**config.mk**
```make
export PLATFORM = sky130hd
export DESIGN_NAME = pec_top
export DESIGN_NICKNAME = d
export VERILOG_FILES = /design/src/hw/pec_pkg.sv /design/src/hw/pec_pin_sync.sv /design/src/hw/pec_axil_slave.sv /design/src/hw/pec_top.sv
export SDC_FILE = /design/constraint.sdc
export NUM_CORES = 1
export LEC_CHECK = 0
export BUFFER_PORTS_ARGS = -buffer_cell sky130_fd_sc_hd__buf_2
export CAP_MARGIN = 0
export CORE_MARGIN = 10
export CORE_UTILIZATION = 58
export CTS_CLUSTER_SIZE = 25
export DETAILED_ROUTE_END_ITERATION = 16
export GPL_ROUTABILITY_DRIVEN = 0
export GPL_TIMING_DRIVEN = 0
export PLACE_DENSITY = 0.89
export REMOVE_ABC_BUFFERS = 1
export SKIP_LAST_GASP = 1
export SLEW_MARGIN = 20
export SYNTH_ARGS = -nofsm -noshare
export SYNTH_HDL_FRONTEND = slang
export SYNTH_HIERARCHICAL = 1
export SYNTH_SLANG_ARGS = --single-unit
export TNS_END_PERCENT = 1
```
**constraint.sdc**
```tcl
create_clock -name clock_i -period 2.75 [get_ports clock_i]
set_clock_uncertainty 0.15 [all_clocks]
set_input_delay 0.1375 -clock clock_i [delete_from_list [all_inputs] [get_ports clock_i]]
set_output_delay 0.1375 -clock clock_i [all_outputs]
set_load 0.005 [all_outputs]
```
**src/hw/pec_pkg.sv**
```systemverilog
// package: register map, field masks and timing constants for the pin edge change block
package pec_pkg;

    // =====================================================================
    // register word indices (byte address = index * 4)
    // =====================================================================
    localparam logic [3:0] PEC_IDX_PORTA_RISE = 4'h0;
    localparam logic [3:0] PEC_IDX_PORTA_FALL = 4'h1;
    localparam logic [3:0] PEC_IDX_PORTA_FLAGS = 4'h2;
    localparam logic [3:0] PEC_IDX_PORTB_RISE = 4'h3;
    localparam logic [3:0] PEC_IDX_PORTB_FALL = 4'h4;
    localparam logic [3:0] PEC_IDX_PORTB_FLAGS = 4'h5;
    localparam logic [3:0] PEC_IDX_PORTC_RISE = 4'h6;
    localparam logic [3:0] PEC_IDX_PORTC_FALL = 4'h7;
    localparam logic [3:0] PEC_IDX_PORTC_FLAGS = 4'h8;
    localparam logic [3:0] PEC_IDX_PORTE_RISE = 4'h9;
    localparam logic [3:0] PEC_IDX_PORTE_FALL = 4'ha;
    localparam logic [3:0] PEC_IDX_PORTE_FLAGS = 4'hb;
    localparam logic [3:0] PEC_IDX_IRQEN = 4'hc;
    localparam logic [3:0] PEC_IDX_STATUS = 4'hd;

    // per-port register kinds within a group of three
    localparam int PEC_KIND_RISE = 0;
    localparam int PEC_KIND_FALL = 1;
    localparam int PEC_KIND_FLAGS = 2;
    localparam int PEC_NUM_PORTS = 4;
    localparam int PEC_NUM_PORT_REGS = 12;

    // =====================================================================
    // implemented bits per port: a, b, c (no bit 5), e (bit 3 only)
    // =====================================================================
    localparam logic [7:0] PEC_MASK_PORTA = 8'hff;
    localparam logic [7:0] PEC_MASK_PORTB = 8'hff;
    localparam logic [7:0] PEC_MASK_PORTC = 8'hdf;
    localparam logic [7:0] PEC_MASK_PORTE = 8'h08;

    // =====================================================================
    // peripheral_irq_enable_0 fields and status fields
    // =====================================================================
    localparam int PEC_IRQEN_EXT_BIT = 0;
    localparam int PEC_IRQEN_MASTER_BIT = 4;
    localparam int PEC_IRQEN_TIMER0_BIT = 5;
    localparam logic [7:0] PEC_MASK_IRQEN = 8'h31;
    localparam int PEC_STATUS_SUMMARY_BIT = 0;

    // =====================================================================
    // reset values and timing
    // =====================================================================
    localparam logic [7:0] PEC_RESET_REG = 8'h00;
    localparam logic [1:0] PEC_SYNC_WARM_CYCLES = 2'h3;

    // axi response codes
    localparam logic [1:0] PEC_RESP_OKAY = 2'h0;
    localparam logic [1:0] PEC_RESP_SLVERR = 2'h2;

endpackage : pec_pkg

```
**src/hw/pec_pin_sync.sv**
```systemverilog
// two-flop synchroniser and edge detector for the port pins
`timescale 1ns/1ps
`default_nettype none

module pec_pin_sync
    import pec_pkg::*;
#(
    parameter int WIDTH = 32
) (
    // clock and reset
    input wire logic clock_i,
    input wire logic reset_i,
    // raw pins
    input wire logic [WIDTH-1:0] pins_i,
    // one-cycle edge pulses
    output logic [WIDTH-1:0] rise_o,
    output logic [WIDTH-1:0] fall_o
);

    typedef struct packed {
        logic [WIDTH-1:0] meta;
        logic [WIDTH-1:0] sync;
        logic [WIDTH-1:0] prev;
        logic [1:0] warm;
    } pec_sync_state_type;

    pec_sync_state_type state_q;
    pec_sync_state_type state_d;

    // =====================================================================
    // next state: meta feeds only sync; prev holds last sampled level
    // =====================================================================
    always_comb begin
        state_d = state_q;
        state_d.meta = pins_i;
        state_d.sync = state_q.meta;
        state_d.prev = state_q.sync;
        if (state_q.warm != PEC_SYNC_WARM_CYCLES) begin
            state_d.warm = state_q.warm + 2'h1;
        end
    end

    always_ff @(posedge clock_i) begin
        if (reset_i) begin
            state_q <= '0;
        end else begin
            state_q <= state_d;
        end
    end

    // edges held off until the pipeline holds real pin levels, so a pin
    // that is high at reset does not fake a rising edge
    assign rise_o = (state_q.warm == PEC_SYNC_WARM_CYCLES) ?
                    (state_q.sync & ~state_q.prev) : '0;
    assign fall_o = (state_q.warm == PEC_SYNC_WARM_CYCLES) ?
                    (~state_q.sync & state_q.prev) : '0;

endmodule : pec_pin_sync

`default_nettype wire

```
**src/hw/pec_axil_slave.sv**
```systemverilog
// axi4-lite slave front end: one write and one read under way at a time
`timescale 1ns/1ps
`default_nettype none

module pec_axil_slave
    import pec_pkg::*;
(
    // clock and reset
    input wire logic clock_i,
    input wire logic reset_i,
    // write address and data channels
    input wire logic s_axil_awvalid,
    output logic s_axil_awready,
    input wire logic [7:0] s_axil_awaddr,
    input wire logic s_axil_wvalid,
    output logic s_axil_wready,
    input wire logic [31:0] s_axil_wdata,
    input wire logic [3:0] s_axil_wstrb,
    // write response channel
    output logic s_axil_bvalid,
    input wire logic s_axil_bready,
    output logic [1:0] s_axil_bresp,
    // read channels
    input wire logic s_axil_arvalid,
    output logic s_axil_arready,
    input wire logic [7:0] s_axil_araddr,
    output logic s_axil_rvalid,
    input wire logic s_axil_rready,
    output logic [31:0] s_axil_rdata,
    output logic [1:0] s_axil_rresp,
    // register file side
    output logic wr_en_o,
    output logic [7:0] wr_addr_o,
    output logic [7:0] wr_data_o,
    output logic wr_lane_o,
    input wire logic wr_hit_i,
    output logic [7:0] rd_addr_o,
    input wire logic [31:0] rd_data_i,
    input wire logic rd_hit_i
);

    typedef struct packed {
        logic aw_full;
        logic [7:0] aw_addr;
        logic w_full;
        logic [7:0] w_data;
        logic w_lane;
        logic b_valid;
        logic [1:0] b_resp;
        logic r_valid;
        logic [31:0] r_data;
        logic [1:0] r_resp;
    } pec_axi_state_type;

    pec_axi_state_type state_q;
    pec_axi_state_type state_d;

    // =====================================================================
    // handshakes: address and data are caught in either order
    // =====================================================================
    assign s_axil_awready = !state_q.aw_full && !state_q.b_valid;
    assign s_axil_wready = !state_q.w_full && !state_q.b_valid;
    assign s_axil_arready = !state_q.r_valid;
    assign wr_en_o = state_q.aw_full && state_q.w_full && !state_q.b_valid;
    assign wr_addr_o = state_q.aw_addr;
    assign wr_data_o = state_q.w_data;
    assign wr_lane_o = state_q.w_lane;
    assign rd_addr_o = s_axil_araddr;
    assign s_axil_bvalid = state_q.b_valid;
    assign s_axil_bresp = state_q.b_resp;
    assign s_axil_rvalid = state_q.r_valid;
    assign s_axil_rdata = state_q.r_data;
    assign s_axil_rresp = state_q.r_resp;

    always_comb begin
        state_d = state_q;
        if (s_axil_awvalid && s_axil_awready) begin
            state_d.aw_full = 1'b1;
            state_d.aw_addr = s_axil_awaddr;
        end
        if (s_axil_wvalid && s_axil_wready) begin
            state_d.w_full = 1'b1;
            state_d.w_data = s_axil_wdata[7:0]; // registers live in the low byte
            state_d.w_lane = s_axil_wstrb[0];
        end
        // the register file acts on wr_en_o this cycle
        if (wr_en_o) begin
            state_d.aw_full = 1'b0;
            state_d.w_full = 1'b0;
            state_d.b_valid = 1'b1;
            state_d.b_resp = wr_hit_i ? PEC_RESP_OKAY : PEC_RESP_SLVERR;
        end
        if (state_q.b_valid && s_axil_bready) begin
            state_d.b_valid = 1'b0;
        end
        if (s_axil_arvalid && s_axil_arready) begin
            state_d.r_valid = 1'b1;
            state_d.r_data = rd_hit_i ? rd_data_i : 32'h0000_0000;
            state_d.r_resp = rd_hit_i ? PEC_RESP_OKAY : PEC_RESP_SLVERR;
        end else if (state_q.r_valid && s_axil_rready) begin
            state_d.r_valid = 1'b0;
        end
    end

    always_ff @(posedge clock_i) begin
        if (reset_i) begin
            state_q <= '0;
        end else begin
            state_q <= state_d;
        end
    end

endmodule : pec_axil_slave

`default_nettype wire

```
**src/hw/pec_top.sv**
```systemverilog
// pin edge change interrupt block: enables, sticky flags, summary and gating
`timescale 1ns/1ps
`default_nettype none

// Summary of operation
// - each port b pin sets its flag on an enabled rising or falling edge.
// - port c pins 7-6 and 4-0 set flags on enabled edges.
// - port e detects edges only on bit 3, using its own enables.
// - port c bit 5 has no storage in any register and reads zero.
// - port e bits 7-4 and 2-0 are absent and read zero.
// - enabled rising edge sets the pin flag and the summary flag.
// - enabled falling edge sets the pin flag and the summary flag.
// - an edge of a disabled polarity never sets the flag.
// - hardware sets flags, software clears them by writing zero.
// - port e detection is off while master clear or low-voltage programming is on.
// - every enable and flag bit resets to zero.
// - with master enable off, flags still set but no request goes out.
// - the summary flag is the OR of every pin flag.
// - an edge during a flag write leaves that flag set.
// - an enabled edge wakes a sleeping device when the master enable is set.
module pec_top
    import pec_pkg::*;
(
    // clock and reset
    input wire logic clock_i,
    input wire logic reset_i,
    // axi4-lite register bus
    input wire logic s_axil_awvalid,
    output logic s_axil_awready,
    input wire logic [7:0] s_axil_awaddr,
    input wire logic s_axil_wvalid,
    output logic s_axil_wready,
    input wire logic [31:0] s_axil_wdata,
    input wire logic [3:0] s_axil_wstrb,
    output logic s_axil_bvalid,
    input wire logic s_axil_bready,
    output logic [1:0] s_axil_bresp,
    input wire logic s_axil_arvalid,
    output logic s_axil_arready,
    input wire logic [7:0] s_axil_araddr,
    output logic s_axil_rvalid,
    input wire logic s_axil_rready,
    output logic [31:0] s_axil_rdata,
    output logic [1:0] s_axil_rresp,
    // port pins
    input wire logic [7:0] porta_pin_n_i,
    input wire logic [7:0] portb_pin_n_i,
    input wire logic [7:0] portc_pin_n_i,
    input wire logic porte_pin_three_i,
    // configuration levels
    input wire logic master_clear_pin_enable_i,
    input wire logic low_voltage_program_enable_i,
    // towards the cpu interrupt logic
    output logic change_summary_flag_o,
    output logic change_irq_o,
    output logic wake_o,
    output logic timer0_irq_enable_o,
    output logic external_irq_enable_o
);

    // =====================================================================
    // state: twelve port registers plus the irq enable register
    // =====================================================================
    typedef struct packed {
        logic [PEC_NUM_PORT_REGS-1:0][7:0] regs;
        logic [7:0] irqen;
    } pec_top_state_type;

    pec_top_state_type state_q;
    pec_top_state_type state_d;

    logic wr_en;
    logic [7:0] wr_addr;
    logic [7:0] wr_byte;
    logic wr_lane;
    logic wr_hit;
    logic [7:0] rd_addr;
    logic [31:0] rd_data;
    logic rd_hit;
    logic [31:0] pins_all;
    logic [31:0] rise_all;
    logic [31:0] fall_all;
    logic porte_off;
    logic [PEC_NUM_PORTS-1:0][7:0] hit;
    logic [PEC_NUM_PORTS-1:0] flag_wr;
    logic summary;
    logic master_en;
    logic [4:0] wr_dec;
    logic [4:0] rd_dec;

    // =====================================================================
    // helpers
    // =====================================================================
    function automatic logic [7:0] port_mask(input int port);
        case (port)
            0: port_mask = PEC_MASK_PORTA;
            1: port_mask = PEC_MASK_PORTB;
            2: port_mask = PEC_MASK_PORTC;
            3: port_mask = PEC_MASK_PORTE;
            default: port_mask = 8'h00;
        endcase
    endfunction : port_mask

    // decode a byte address into a word index, with a hit flag
    function automatic logic [4:0] decode(input logic [7:0] addr);
        logic ok;
        ok = (addr[1:0] == 2'h0) && (addr[7:2] <= {2'h0, PEC_IDX_STATUS});
        decode = {ok, addr[5:2]};
    endfunction : decode

    function automatic logic [3:0] reg_index(input int port, input int kind);
        reg_index = 4'((port * 3) + kind);
    endfunction : reg_index

    // =====================================================================
    // bus front end and pin synchroniser
    // =====================================================================
    pec_axil_slave u_bus (
        .clock_i(clock_i),
        .reset_i(reset_i),
        .s_axil_awvalid(s_axil_awvalid),
        .s_axil_awready(s_axil_awready),
        .s_axil_awaddr(s_axil_awaddr),
        .s_axil_wvalid(s_axil_wvalid),
        .s_axil_wready(s_axil_wready),
        .s_axil_wdata(s_axil_wdata),
        .s_axil_wstrb(s_axil_wstrb),
        .s_axil_bvalid(s_axil_bvalid),
        .s_axil_bready(s_axil_bready),
        .s_axil_bresp(s_axil_bresp),
        .s_axil_arvalid(s_axil_arvalid),
        .s_axil_arready(s_axil_arready),
        .s_axil_araddr(s_axil_araddr),
        .s_axil_rvalid(s_axil_rvalid),
        .s_axil_rready(s_axil_rready),
        .s_axil_rdata(s_axil_rdata),
        .s_axil_rresp(s_axil_rresp),
        .wr_en_o(wr_en),
        .wr_addr_o(wr_addr),
        .wr_data_o(wr_byte),
        .wr_lane_o(wr_lane),
        .wr_hit_i(wr_hit),
        .rd_addr_o(rd_addr),
        .rd_data_i(rd_data),
        .rd_hit_i(rd_hit)
    );

    // port e contributes bit 3 only; unused lanes are tied low
    assign pins_all = {4'h0, porte_pin_three_i, 3'h0, portc_pin_n_i, portb_pin_n_i,
                       porta_pin_n_i};

    pec_pin_sync #(
        .WIDTH(32)
    ) u_sync (
        .clock_i(clock_i),
        .reset_i(reset_i),
        .pins_i(pins_all),
        .rise_o(rise_all),
        .fall_o(fall_all)
    );

    // =====================================================================
    // enabled edges per port; port e pin is lost to master clear or low-voltage programming
    // =====================================================================
    assign porte_off = master_clear_pin_enable_i || low_voltage_program_enable_i;

    always_comb begin
        for (int p = 0; p < PEC_NUM_PORTS; p++) begin
            // polarity gated by its own enable only
            hit[p] = ((rise_all[p*8 +: 8] & state_q.regs[reg_index(p, PEC_KIND_RISE)]) |
                      (fall_all[p*8 +: 8] & state_q.regs[reg_index(p, PEC_KIND_FALL)]))
                     & port_mask(p);
            flag_wr[p] = wr_en && wr_lane &&
                         (wr_addr[5:2] == reg_index(p, PEC_KIND_FLAGS)) &&
                         (wr_addr[1:0] == 2'h0) && (wr_addr[7:6] == 2'h0);
        end
        if (porte_off) begin
            hit[3] = 8'h00;
        end
    end

    // =====================================================================
    // register next state
    // =====================================================================
    assign wr_dec = decode(wr_addr);
    assign wr_hit = wr_dec[4] && (wr_dec[3:0] != PEC_IDX_STATUS);

    always_comb begin
        state_d = state_q;
        if (wr_en && wr_lane && wr_hit) begin
            if (wr_addr[5:2] == PEC_IDX_IRQEN) begin
                state_d.irqen = wr_byte & PEC_MASK_IRQEN;
            end else begin
                state_d.regs[wr_addr[5:2]] = wr_byte;
            end
        end
        // unimplemented bits never hold a one, and a set beats the write
        for (int p = 0; p < PEC_NUM_PORTS; p++) begin
            for (int k = 0; k < 3; k++) begin
                state_d.regs[reg_index(p, k)] =
                    state_d.regs[reg_index(p, k)] & port_mask(p);
            end
            state_d.regs[reg_index(p, PEC_KIND_FLAGS)] =
                state_d.regs[reg_index(p, PEC_KIND_FLAGS)] | hit[p];
        end
    end

    always_ff @(posedge clock_i) begin
        if (reset_i) begin
            state_q <= '0;
        end else begin
            state_q <= state_d;
        end
    end

    // =====================================================================
    // read mux and interrupt outputs
    // =====================================================================
    assign rd_dec = decode(rd_addr);
    assign rd_hit = rd_dec[4];

    always_comb begin
        rd_data = 32'h0000_0000;
        if (rd_addr[5:2] == PEC_IDX_IRQEN) begin
            rd_data[7:0] = state_q.irqen;
        end else if (rd_addr[5:2] == PEC_IDX_STATUS) begin
            rd_data[PEC_STATUS_SUMMARY_BIT] = summary;
        end else if (rd_addr[5:2] < PEC_IDX_IRQEN) begin
            rd_data[7:0] = state_q.regs[rd_addr[5:2]];
        end
    end

    assign summary = |{state_q.regs[PEC_IDX_PORTA_FLAGS], state_q.regs[PEC_IDX_PORTB_FLAGS],
                       state_q.regs[PEC_IDX_PORTC_FLAGS],
                       state_q.regs[PEC_IDX_PORTE_FLAGS]};
    assign master_en = state_q.irqen[PEC_IRQEN_MASTER_BIT];
    assign change_summary_flag_o = summary;
    // flags keep collecting with the master enable off; only the request is held
    assign change_irq_o = summary && master_en;
    // clock keeps running in sleep here, so wake is the same gated request
    assign wake_o = summary && master_en;
    assign timer0_irq_enable_o = state_q.irqen[PEC_IRQEN_TIMER0_BIT];
    assign external_irq_enable_o = state_q.irqen[PEC_IRQEN_EXT_BIT];
endmodule : pec_top

`default_nettype wire

```
# Word level (Yosys, flattened, before mapping)

Index checks and enable logic that the tools add are counted.

Input port bits: 86
Register bits after elaboration: 221

Order comparisons: 6
Add/sub/neg operators: 1
Multiplexer cells: 20
Bitwise gates (word level): 21
Reduce and logical (&&, ||, !) cells: 29
Eq/ne operators: 6

Operators with widths:

| cell               | count |
|---|---|
| $mux 100           | 1 |
| $bwmux 96          | 1 |
| $mux 92            | 1 |
| $and 28x28->28     | 2 |
| $mux 28            | 2 |
| $not 28->28        | 2 |
| $and 8x8->8        | 6 |
| $or 8x8->8         | 6 |
| $mux 8             | 5 |
| $bmux 8 s4         | 1 |
| $demux 8 s4        | 1 |
| $reduce_or 32->1   | 1 |
| $logic_and 1x1->1  | 16 |
| $eq 4x4->1 const B | 3 |
| $le 6x4->1 const B | 2 |
| $lt 4x5->1 const B | 2 |
| $and 4x4->4        | 2 |
| $or 4x4->4         | 2 |
| $mux 7             | 1 |
| $mux 6             | 1 |
| $ge 4x1->1 const B | 1 |
| $logic_not 1->1    | 4 |
| $logic_not 2->1    | 2 |
| $lt 4x4->1 const B | 1 |
| 12 further kinds   | 17 |

# Depth between registers and ports, before layout

Gate-level depths: netlist (run 1).

Word-level depth: 8
Gate-level depth with buffers: 10
Gate-level depth less buffers: 7

# By module

The synthesis (run 1) kept the hierarchy.

By module, submodules not included:

| module         | cells each | area each (um^2) | seq. area each (um^2) | times used |
|---|---|---|---|---|
| pec_top        | 382        | 3823.7           | 1501.4                | 1 |
| pec_pin_sync   | 313        | 3226.8           | 1961.9                | 1 |
| pec_axil_slave | 309        | 2482.4           | 1101.1                | 1 |

# Least setup slack after synthesis (run 1)

OpenSTA, ideal clock, no wires.

Kind: reg-to-reg
From: register u_bus.state_q, in the netlist u_bus/s_axil_bvalid
To: register with a tool-made name
Library setup time: 0.128 ns
Required time: 2.472 ns
Path slack: 0.394 ns
Period minus slack after synthesis: 2.356 ns
Arrival time: 2.079 ns
Cell stages (with the launch flop): 8
Path through: dfxtp_1 -> buf_6 -> and3b_2 -> nand2_1 -> buf_1 -> nor4_4 -> mux2i_1 -> nor2_1

RTL lines:

| element                | RTL line              | text |
|---|---|---|
| from (decl)            | pec_axil_slave.sv:55  | `pec_axi_state_type state_q;` |
| from (signal assigned) | pec_axil_slave.sv:109 | `state_q <= state_d;` |

==> reports/qor.yml, run 1 <==
detailed_routing:
  wirelength_um: 21600
  vias_per_cell: 5.62
  via_count: 6917
  final_antenna_net_count: 0
  routedWlPerCell_um: 17.6
  first_iter_violations: 609
  drc_errors: 0
  first_pass_iters: 7
grt:
  grt_pass1_wl_um: 34000
  grt_pass1_vias: 6885
  grt_max_degree: 106
  track_usage: 0.201
  antenna_found_initial: 0
  grt-ovfl-total: 0
die:
  dieHeight_um: 143
  initial_core_util: 0.597
  die-area_sq_um: 20400
  rows: 44
  die_w_um: 143
  io_pins: 132
  coreArea_sq_um: 14700
place:
  io_buffers: 101
  dp_hpwl_um: 12500
  placed_cell_area_sq_um: 8890
  dp.cells: 1114
sta:
  setup_ws_ns: -0.149
  fmax_ghz: 0.345
  slew_headroom: 0.287
  rsz0062_at_grt: "yes"
  post-route-period-util: 1.05
  hold_slack_ns: 0.0155
  drv_slew: 0
  hold_violations: 0
  tightest_slew_ns: 1.05
  finalSetupTns_ns: -3.73
  finalSetupViolations: 49
  period_minus_slack_ns: 2.90
logic_synthesis:
  synthCells: 932
  syn-cell-area_sq_um: 8770
  yosysWarnings: 6
  postSynthAreaPerCell_sq_um: 9.41
setup_path:
  slowest_stage: "nor4_4"
  critPathArrivalTime_ns: 3.12
  worstPathMaxFanout: 14
  cp_data_required_time_ns: 2.97
  path_buf_inv: 0
  critical_path_class: "flip-flop to flip-flop"
  critical-path-top-delay-family: "simple AND/OR/NAND/NOR gates"
  cp-end-kind: "flip-flop"
  critPathLaunchType: "flip-flop"
  crit_chain: "and3b_2 > nand2_1 > nor4_4 > mux2i_1 > nor2_1"
  max_stage_delay_ns: 1.01
finish:
  n_antenna_cell: 0
  final_cell_mix: "dfxtp_1, nand2_1, buf_2"
  fin_cells: 1231
  fillers: 1046
  final_common_cell: "dfxtp_1"
  drive_gt1_frac: 0.165
  area_growth_pct: 18.4
  final_area_sq_um: 10400
  nNetsFinal: 1121
power_and_ir_drop:
  p_leak_nw: 4.20
  p_per_area_nw_per_um2: 613
  ir_drop_mv: 0.380
clock_network:
  clock_sinks: 204
  cts_root_buf: "clkbuf_16"
  clock_path_buffers: 3
  cts_made_buffers: 21
  htreeDepth: 1
  cts.clk_slew.worst_paths_ns: 0.06
  clk_latency_ns: 0.49
  cts_tree: "done"
worst_hold_path:
  hold_path.class: "input pin to flip-flop"
status:
  status: "complete, but fails checks"
  failed_checks: "negative setup slack"
run:
  drv_cap: 0
[per-layer routing]
metal	up-vias	wire [um]	GRT usage	share of wire
met4	0	832	0.0782	0.038
met1	3279	8920	0.249	0.41
li1	3276	-	-	-
met5	-	0	0	0
met2	297	10300	0.337	0.47
met3	65	1610	0.0398	0.074
[final cells by class]
cell class | count | area, sq um | area share
Sequential cell | 204 | 4080 | 0.393
Multi-Input combinational cell | 616 | 3980 | 0.383
Timing Repair Buffer | 184 | 1400 | 0.134
Clock buffer | 32 | 627 | 0.0603
Tap cell | 184 | 230 | 0.0222
Clock inverter | 5 | 53.8 | 0.00518
Inverter | 6 | 22.5 | 0.00217
[tightest hold or removal path, stage by stage]
cell	delay, ns
buf_2	0.11
nor3b_2	0.21
nand2_1	0.09
a21oi_1	0.06
[where the power goes]
part	internal, mW	total (mW)	leakage [nW]	switching (mW)
Sequential	3.03	3.10	1.66	0.0660
Combinational	0.217	0.486	2.20	0.269
Clock	1.66	2.78	0.338	1.12
[stage by stage]
step / utilization / worst slack (ns) / total power [mW]
2_1_floorplan: - / 0.327 / 3.34
3_3_place_gp: 0.598 / -0.592 / 3.51
3_5_place_dp: 0.605 / -0.0659 / 3.54
4_1_cts: 0.705 / -0.0596 / 6.38
5_1_grt: 0.707 / -0.221 / 6.57
6_report: 0.707 / -0.149 / 6.36
[repair_timing]
item | in CTS | in global routing
hold buffers | 79 | 0
endpoints found under the hold margin | 107 | 0
endpoints found under the setup margin | 61 | 69
gates resized for setup | 0 | 1
pin swaps | 4 | 1
buffers inserted | 0 | 1
[worst paths after layout]
path              cells past startpoint  slack (ns)                  to           startpoint
setup / recovery                      5       -0.15           flip-flop  u_bus/s_axil_bvalid
hold / removal                        4        0.02  u_bus/wr_addr_o[2]       s_axil_awvalid
setup reg to reg                      5       -0.15           flip-flop  u_bus/s_axil_bvalid
hold reg to reg                       1        0.28   u_sync/state_d[4]   u_sync/state_d[36]
Power figures use the tool's default switching activity.
==> run 2: changes to the inputs <==
==> constraint.sdc (replaced) <==
create_clock -name clock_i -period 2.75 [get_ports clock_i]
set_clock_uncertainty 0.15 [all_clocks]
set_input_delay 0 -clock clock_i [delete_from_list [all_inputs] [get_ports clock_i]]
set_output_delay 0 -clock clock_i [all_outputs]
set_load 0.005 [all_outputs]
==> reports/qor.yml, run 2 (same netlist as run 1, synthesis figures left out) <==
worst_hold_path:
  hold_path.class: "input pin to flip-flop"
finish:
  n_antenna_cell: 0  # unchanged
  nNetsFinal: 1135  # +1.2%
  area_growth_pct: 20.0
  final_common_cell: "dfxtp_1"
  final_cell_mix: "dfxtp_1, nand2_1, buf_2"
  drive_gt1_frac: 0.163  # -0.00218
detailed_routing:
  wl_met2_um: 10500  # +2.3%
  routedWlPerCell_um: 17.6  # +0.28%
  first_iter_violations: 582  # -4.4%
  via_count: 7035  # +1.7%
  final_antenna_net_count: 0  # unchanged
  routed.top_layer: "met4"
  drc_errors: 0  # unchanged
  vias_per_cell: 5.65  # +0.56%
  first_pass_iters: 7  # unchanged
  wl_met3_um: 1920  # +19%
  wl_met1_um: 8720  # -2.3%
  wirelength_um: 21900  # +1.4%
die:
  coreArea_sq_um: 14700  # unchanged
  dieHeight_um: 143  # unchanged
  io_pins: 132  # unchanged
  die_w_um: 143  # unchanged
  initial_core_util: 0.597  # unchanged
  rows: 44  # unchanged
  die-area_sq_um: 20400  # unchanged
setup_path:
  cp_data_required_time_ns: 2.95  # -0.02 ns
  cp-end-kind: "flip-flop"
  slowest_stage: "nor4_4"
  critPathArrivalTime_ns: 3.11  # about the same
  max_stage_delay_ns: 0.98  # -0.03 ns
  crit_chain: "and3b_2 > nand2_1 > nor4_4 > mux2i_1 > a21oi_1"
  worstPathMaxFanout: 14  # unchanged
  critPathLaunchType: "flip-flop"
  critical_path_class: "flip-flop to flip-flop"
grt:
  grt_pass1_vias: 7153  # +3.9%
  grt-ovfl-total: 0  # unchanged
  antenna_found_initial: 0  # unchanged
  grt_max_degree: 106  # unchanged
  track_usage: 0.210  # +0.00869
  grt_pass1_wl_um: 35500  # +4.2%
power_and_ir_drop:
  ir_drop_mv: 0.380  # about the same
  p_leak_nw: 4.23  # +0.79%
  p_per_area_nw_per_um2: 607  # -0.96%
  finalPower_mw: 6.39  # +0.38%
place:
  dp_slack_ns: -0.0659  # unchanged
  io_buffers: 101  # unchanged
  dp_hpwl_um: 12500  # unchanged
sta:
  finalSetupViolations: 46  # -6.1%
  tightest_slew_ns: 1.04  # -0.0188 ns
  setup_ws_ns: -0.164  # -0.0153 ns
  slew_headroom: 0.304  # +0.0173
  fmax_ghz: 0.343  # -0.53%
  drv_slew: 0  # unchanged
  post-route-period-util: 1.06  # +0.00558
  rsz0062_at_grt: "yes"
  period_minus_slack_ns: 2.91  # +0.0153 ns
  hold_violations: 0  # unchanged
clock_network:
  cts.clk_slew.worst_paths_ns: 0.06  # about the same
  cts_tree: "done"
  htreeDepth: 1  # unchanged
  clock_sinks: 204  # unchanged
  clk_latency_ns: 0.49  # about the same
  cts_root_buf: "clkbuf_16"
  cts_made_buffers: 21  # unchanged
  clock_path_buffers: 3  # unchanged
status:
  status: "complete, but fails checks"
  failed_checks: "negative setup slack"
run:
  drv_cap: 0  # unchanged
==> run 2: cell count changes in the layout (fill, tap and decap cells not counted) <==
cell           delta
dlygate4sd3_1    +14
==> run 2: area by class of cell <==
class | instances | area, sq um
well taps | 184 | 230
multi-input cells | 616 | 3980
clock inverters | 5 | 53.8
clock buffers | 32 | 627
fillers | 997 | 4170
inverters | 6 | 22.5
repair buffers | 198 | 1540
flip-flops and latches | 204 | 4080
==> run 2: repair_timing <==
action	CTS	global route
buffers inserted	0	1
pin swaps	4	1
resized for setup	0	1
setup endpoints to repair	61	69
hold buffers	93	0
endpoints found under the hold margin	122	0
==> run 2: where the power goes <==
part	internal [mW]	switching (mW)	total, mW
Sequential	3.03	0.0665	3.10
Clock	1.66	1.13	2.79
Combinational	0.231	0.270	0.501
==> run 2: through the flow <==
stage / cells / cell area (sq um) / hold slack [ns] / util / TNS (ns)
floorplan: 826 / 8050 / -0.0876 / - / 0
global placement: 1111 / 8790 / 0.0564 / 0.598 / -57.90
detailed placement: 1114 / 8890 / 0.0617 / 0.605 / -1.44
CTS: 1244 / 10500 / 0.0488 / 0.715 / -0.979
global route: 1245 / 10500 / 0.113 / 0.716 / -9.03
finish: 1245 / 10500 / 0.0913 / 0.716 / -2.72
==> run 2: worst max-delay path, delay by kind of cell, from the launching register on <==
kind,cells,cell delay [ns]
AND/OR/NAND/NOR,3,1.80
flip-flops,1,0.41
multiplexers,1,0.31
AO/OA/AOI/OAI,1,0.10
==> run 2: worst paths after layout <==
path	from	to	slack [ns]	depth (start not counted)
min reg2reg	u_sync/state_d[36]	u_sync/state_d[4]	0.28	1
max reg2reg	u_bus/s_axil_bvalid	state_q[27]	-0.16	5
max	u_bus/s_axil_bvalid	state_q[27]	-0.16	5
min	s_axil_araddr[4]	u_bus/s_axil_rdata[5]	0.09	5
==> run 2: layer usage <==
metal  track usage  vias up
met5             0        -
met4        0.0993        0
met3        0.0484       76
met2         0.350      335
met1         0.250     3312
li1              -     3312
==> run 3: changes to the inputs <==
PLACE_DENSITY = 0.8   (was 0.89)
==> reports/qor.yml, run 3 (same netlist as run 1, synthesis figures left out) <==
status:
  status: "complete, but fails checks"
  failed_checks: "negative setup slack"
sta:
  hold_slack_ns: 0.0725  # -0.0189 ns
  hold_violations: 0  # unchanged
  slew_headroom: 0.295  # -0.00897
  finalSetupTns_ns: -1.00  # +1.71 ns
  post-route-period-util: 1.03  # -0.0257
  finalSetupViolations: 30  # -35%
  period_minus_slack_ns: 2.84  # -0.0706 ns
  drv_slew: 0  # unchanged
  setup_ws_ns: -0.0936  # +0.0706 ns
  rsz0062_at_grt: "yes"
  tightest_slew_ns: 1.05  # +0.0166 ns
  fmax_ghz: 0.352  # +2.5%
power_and_ir_drop:
  p_leak_nw: 4.42  # +4.4%
  ir_drop_mv: 0.582  # +53%
  finalPower_mw: 6.60  # +3.4%
  p_per_area_nw_per_um2: 610  # +0.48%
clock_network:
  cts.clk_slew.worst_paths_ns: 0.06  # about the same
  cts_tree: "done"
  htreeDepth: 1  # unchanged
  clock_path_buffers: 3  # unchanged
  cts_root_buf: "clkbuf_16"
  clock_sinks: 204  # unchanged
  cts_made_buffers: 21  # unchanged
  clk_latency_ns: 0.50  # about the same
  ctsResizeCount: 0  # unchanged
grt:
  grt_pass1_wl_um: 34200  # -3.7%
  track_usage: 0.201  # -0.00841
  antenna_found_initial: 1  # +1
  grt_max_degree: 125  # +18%
  grt_pass1_vias: 6891  # -3.7%
  grt-ovfl-total: 0  # unchanged
detailed_routing:
  vias_per_cell: 5.41  # -4.2%
  first_pass_iters: 5  # -2
  drc_errors: 0  # unchanged
  first_iter_violations: 675  # +16%
  via_count: 6874  # -2.3%
  final_antenna_net_count: 0  # unchanged
  wirelength_um: 21000  # -4.4%
  routedWlPerCell_um: 16.5  # -6.3%
finish:
  finish.utilization: 0.737  # +0.0206
  n_antenna_cell: 0  # unchanged
  drive_gt1_frac: 0.163  # about the same
  final_common_cell: "dfxtp_1"
  nNetsFinal: 1160  # +2.2%
  final_cell_mix: "dfxtp_1, dlygate4sd3_1, nand2_1"
  fillers: 1007  # +1.0%
  area_growth_pct: 23.5
worst_hold_path:
  min_path_cells: 5  # unchanged
  hold_start: "s_axil_araddr[4]"
  hold_path.class: "input pin to flip-flop"
  hold_path_end: "u_bus/s_axil_rdata[5]"
setup_path:
  worstPathMaxFanout: 14  # unchanged
  critPathArrivalTime_ns: 3.07  # -0.04 ns
  critical_path_class: "flip-flop to flip-flop"
  critPathLaunchType: "flip-flop"
  r2r_start: "u_bus/s_axil_bvalid"
  rrSetupSlack_ns: -0.09  # +0.07 ns
  crit_chain: "and3b_2 > nand2_1 > or4_1 > mux2i_1 > nor2_1"
  slowest_stage: "or4_1"
  cp_data_required_time_ns: 2.98  # +0.03 ns
  r2r_cells: 5  # unchanged
  cp-end-kind: "flip-flop"
  max_stage_delay_ns: 1.02  # +0.04 ns
die:
  die_w_um: 143  # unchanged
  die-area_sq_um: 20400  # unchanged
  rows: 44  # unchanged
  dieHeight_um: 143  # unchanged
  initial_core_util: 0.597  # unchanged
  coreArea_sq_um: 14700  # unchanged
  io_pins: 132  # unchanged
run:
  drv_cap: 0  # unchanged
place:
  dp_hpwl_um: 12100  # -2.7%
  io_buffers: 101  # unchanged
-- run 3: cell count changes in the layout (fill, tap and decap cells not counted) --
cell	change
or4_4	-1
clkbuf_1	-3
clkinvlp_4	+1
nand2b_2	+1
or4_1	+1
nand2b_1	-1
bufinv_16	+2
buf_8	-1
buf_16	+1
buf_4	+2
buf_12	-1
dlygate4sd3_1	+24
-- run 3: how the worst max path moves through the flow --
| stage | start | end | cells after the start |
|---|---|---|---|
| floorplan | u_bus/s_axil_bvalid | state_q[73] | 5 |
| global placement | s_axil_araddr[1] | u_bus/s_axil_rdata[1] | 5 |
| detailed placement | u_bus/s_axil_bvalid | state_q[26] | 5 |
| CTS | u_bus/s_axil_bvalid | flip-flop | 5 |
| global route | u_bus/s_axil_bvalid | flip-flop | 5 |
| finish | u_bus/s_axil_bvalid | flip-flop | 5 |
-- run 3: worst max-delay path, delay by kind of cell (launching register included) --
family        cells  cell delay (ns)
simple gates      4             1.87
flops             1             0.40
mux               1             0.31
-- run 3: layout make-up --
cell class	count	area, sq um	share of cell area
timing repair buffer	223	1780	0.165
clock buffer	29	616	0.0568
tap	184	230	0.0213
multi-input combinational	616	3980	0.367
inverter	6	22.5	0.00208
clock inverter	8	121	0.0112
sequential	204	4080	0.377
-- run 3: per-stage QoR --
stage | cell area [sq um] | worst slack, ns | std cells
2_1_floorplan | 8050 | 0.352 | 826
3_3_place_gp | 8790 | -0.458 | 1111
3_5_place_dp | 8910 | -0.0975 | 1114
4_1_cts | 10800 | -0.0690 | 1267
5_1_grt | 10800 | -0.178 | 1270
6_report | 10800 | -0.0936 | 1270
-- run 3: per-layer routing --
metal | vias up | GRT usage | share of wire
li1 | 3361 | - | -
met1 | 3243 | 0.259 | 0.42
met2 | 240 | 0.339 | 0.48
met3 | 30 | 0.0398 | 0.077
met4 | 0 | 0.0499 | 0.018
met5 | - | 0 | 0
-- run 3: what timing repair did --
action / CTS / global route
hold buffers: 116 / 1
setup endpoints to repair: 33 / 62
pin swaps: 2 / 1
buffers inserted: 0 / 2
endpoints found under the hold margin: 106 / 32
-- run 3: power by group --
part | total, mW | internal, mW | switching, mW
Clock | 2.99 | 1.84 | 1.14
Sequential | 3.10 | 3.03 | 0.0657
Combinational | 0.521 | 0.249 | 0.272
Total | 6.60 | 5.12 | 1.48
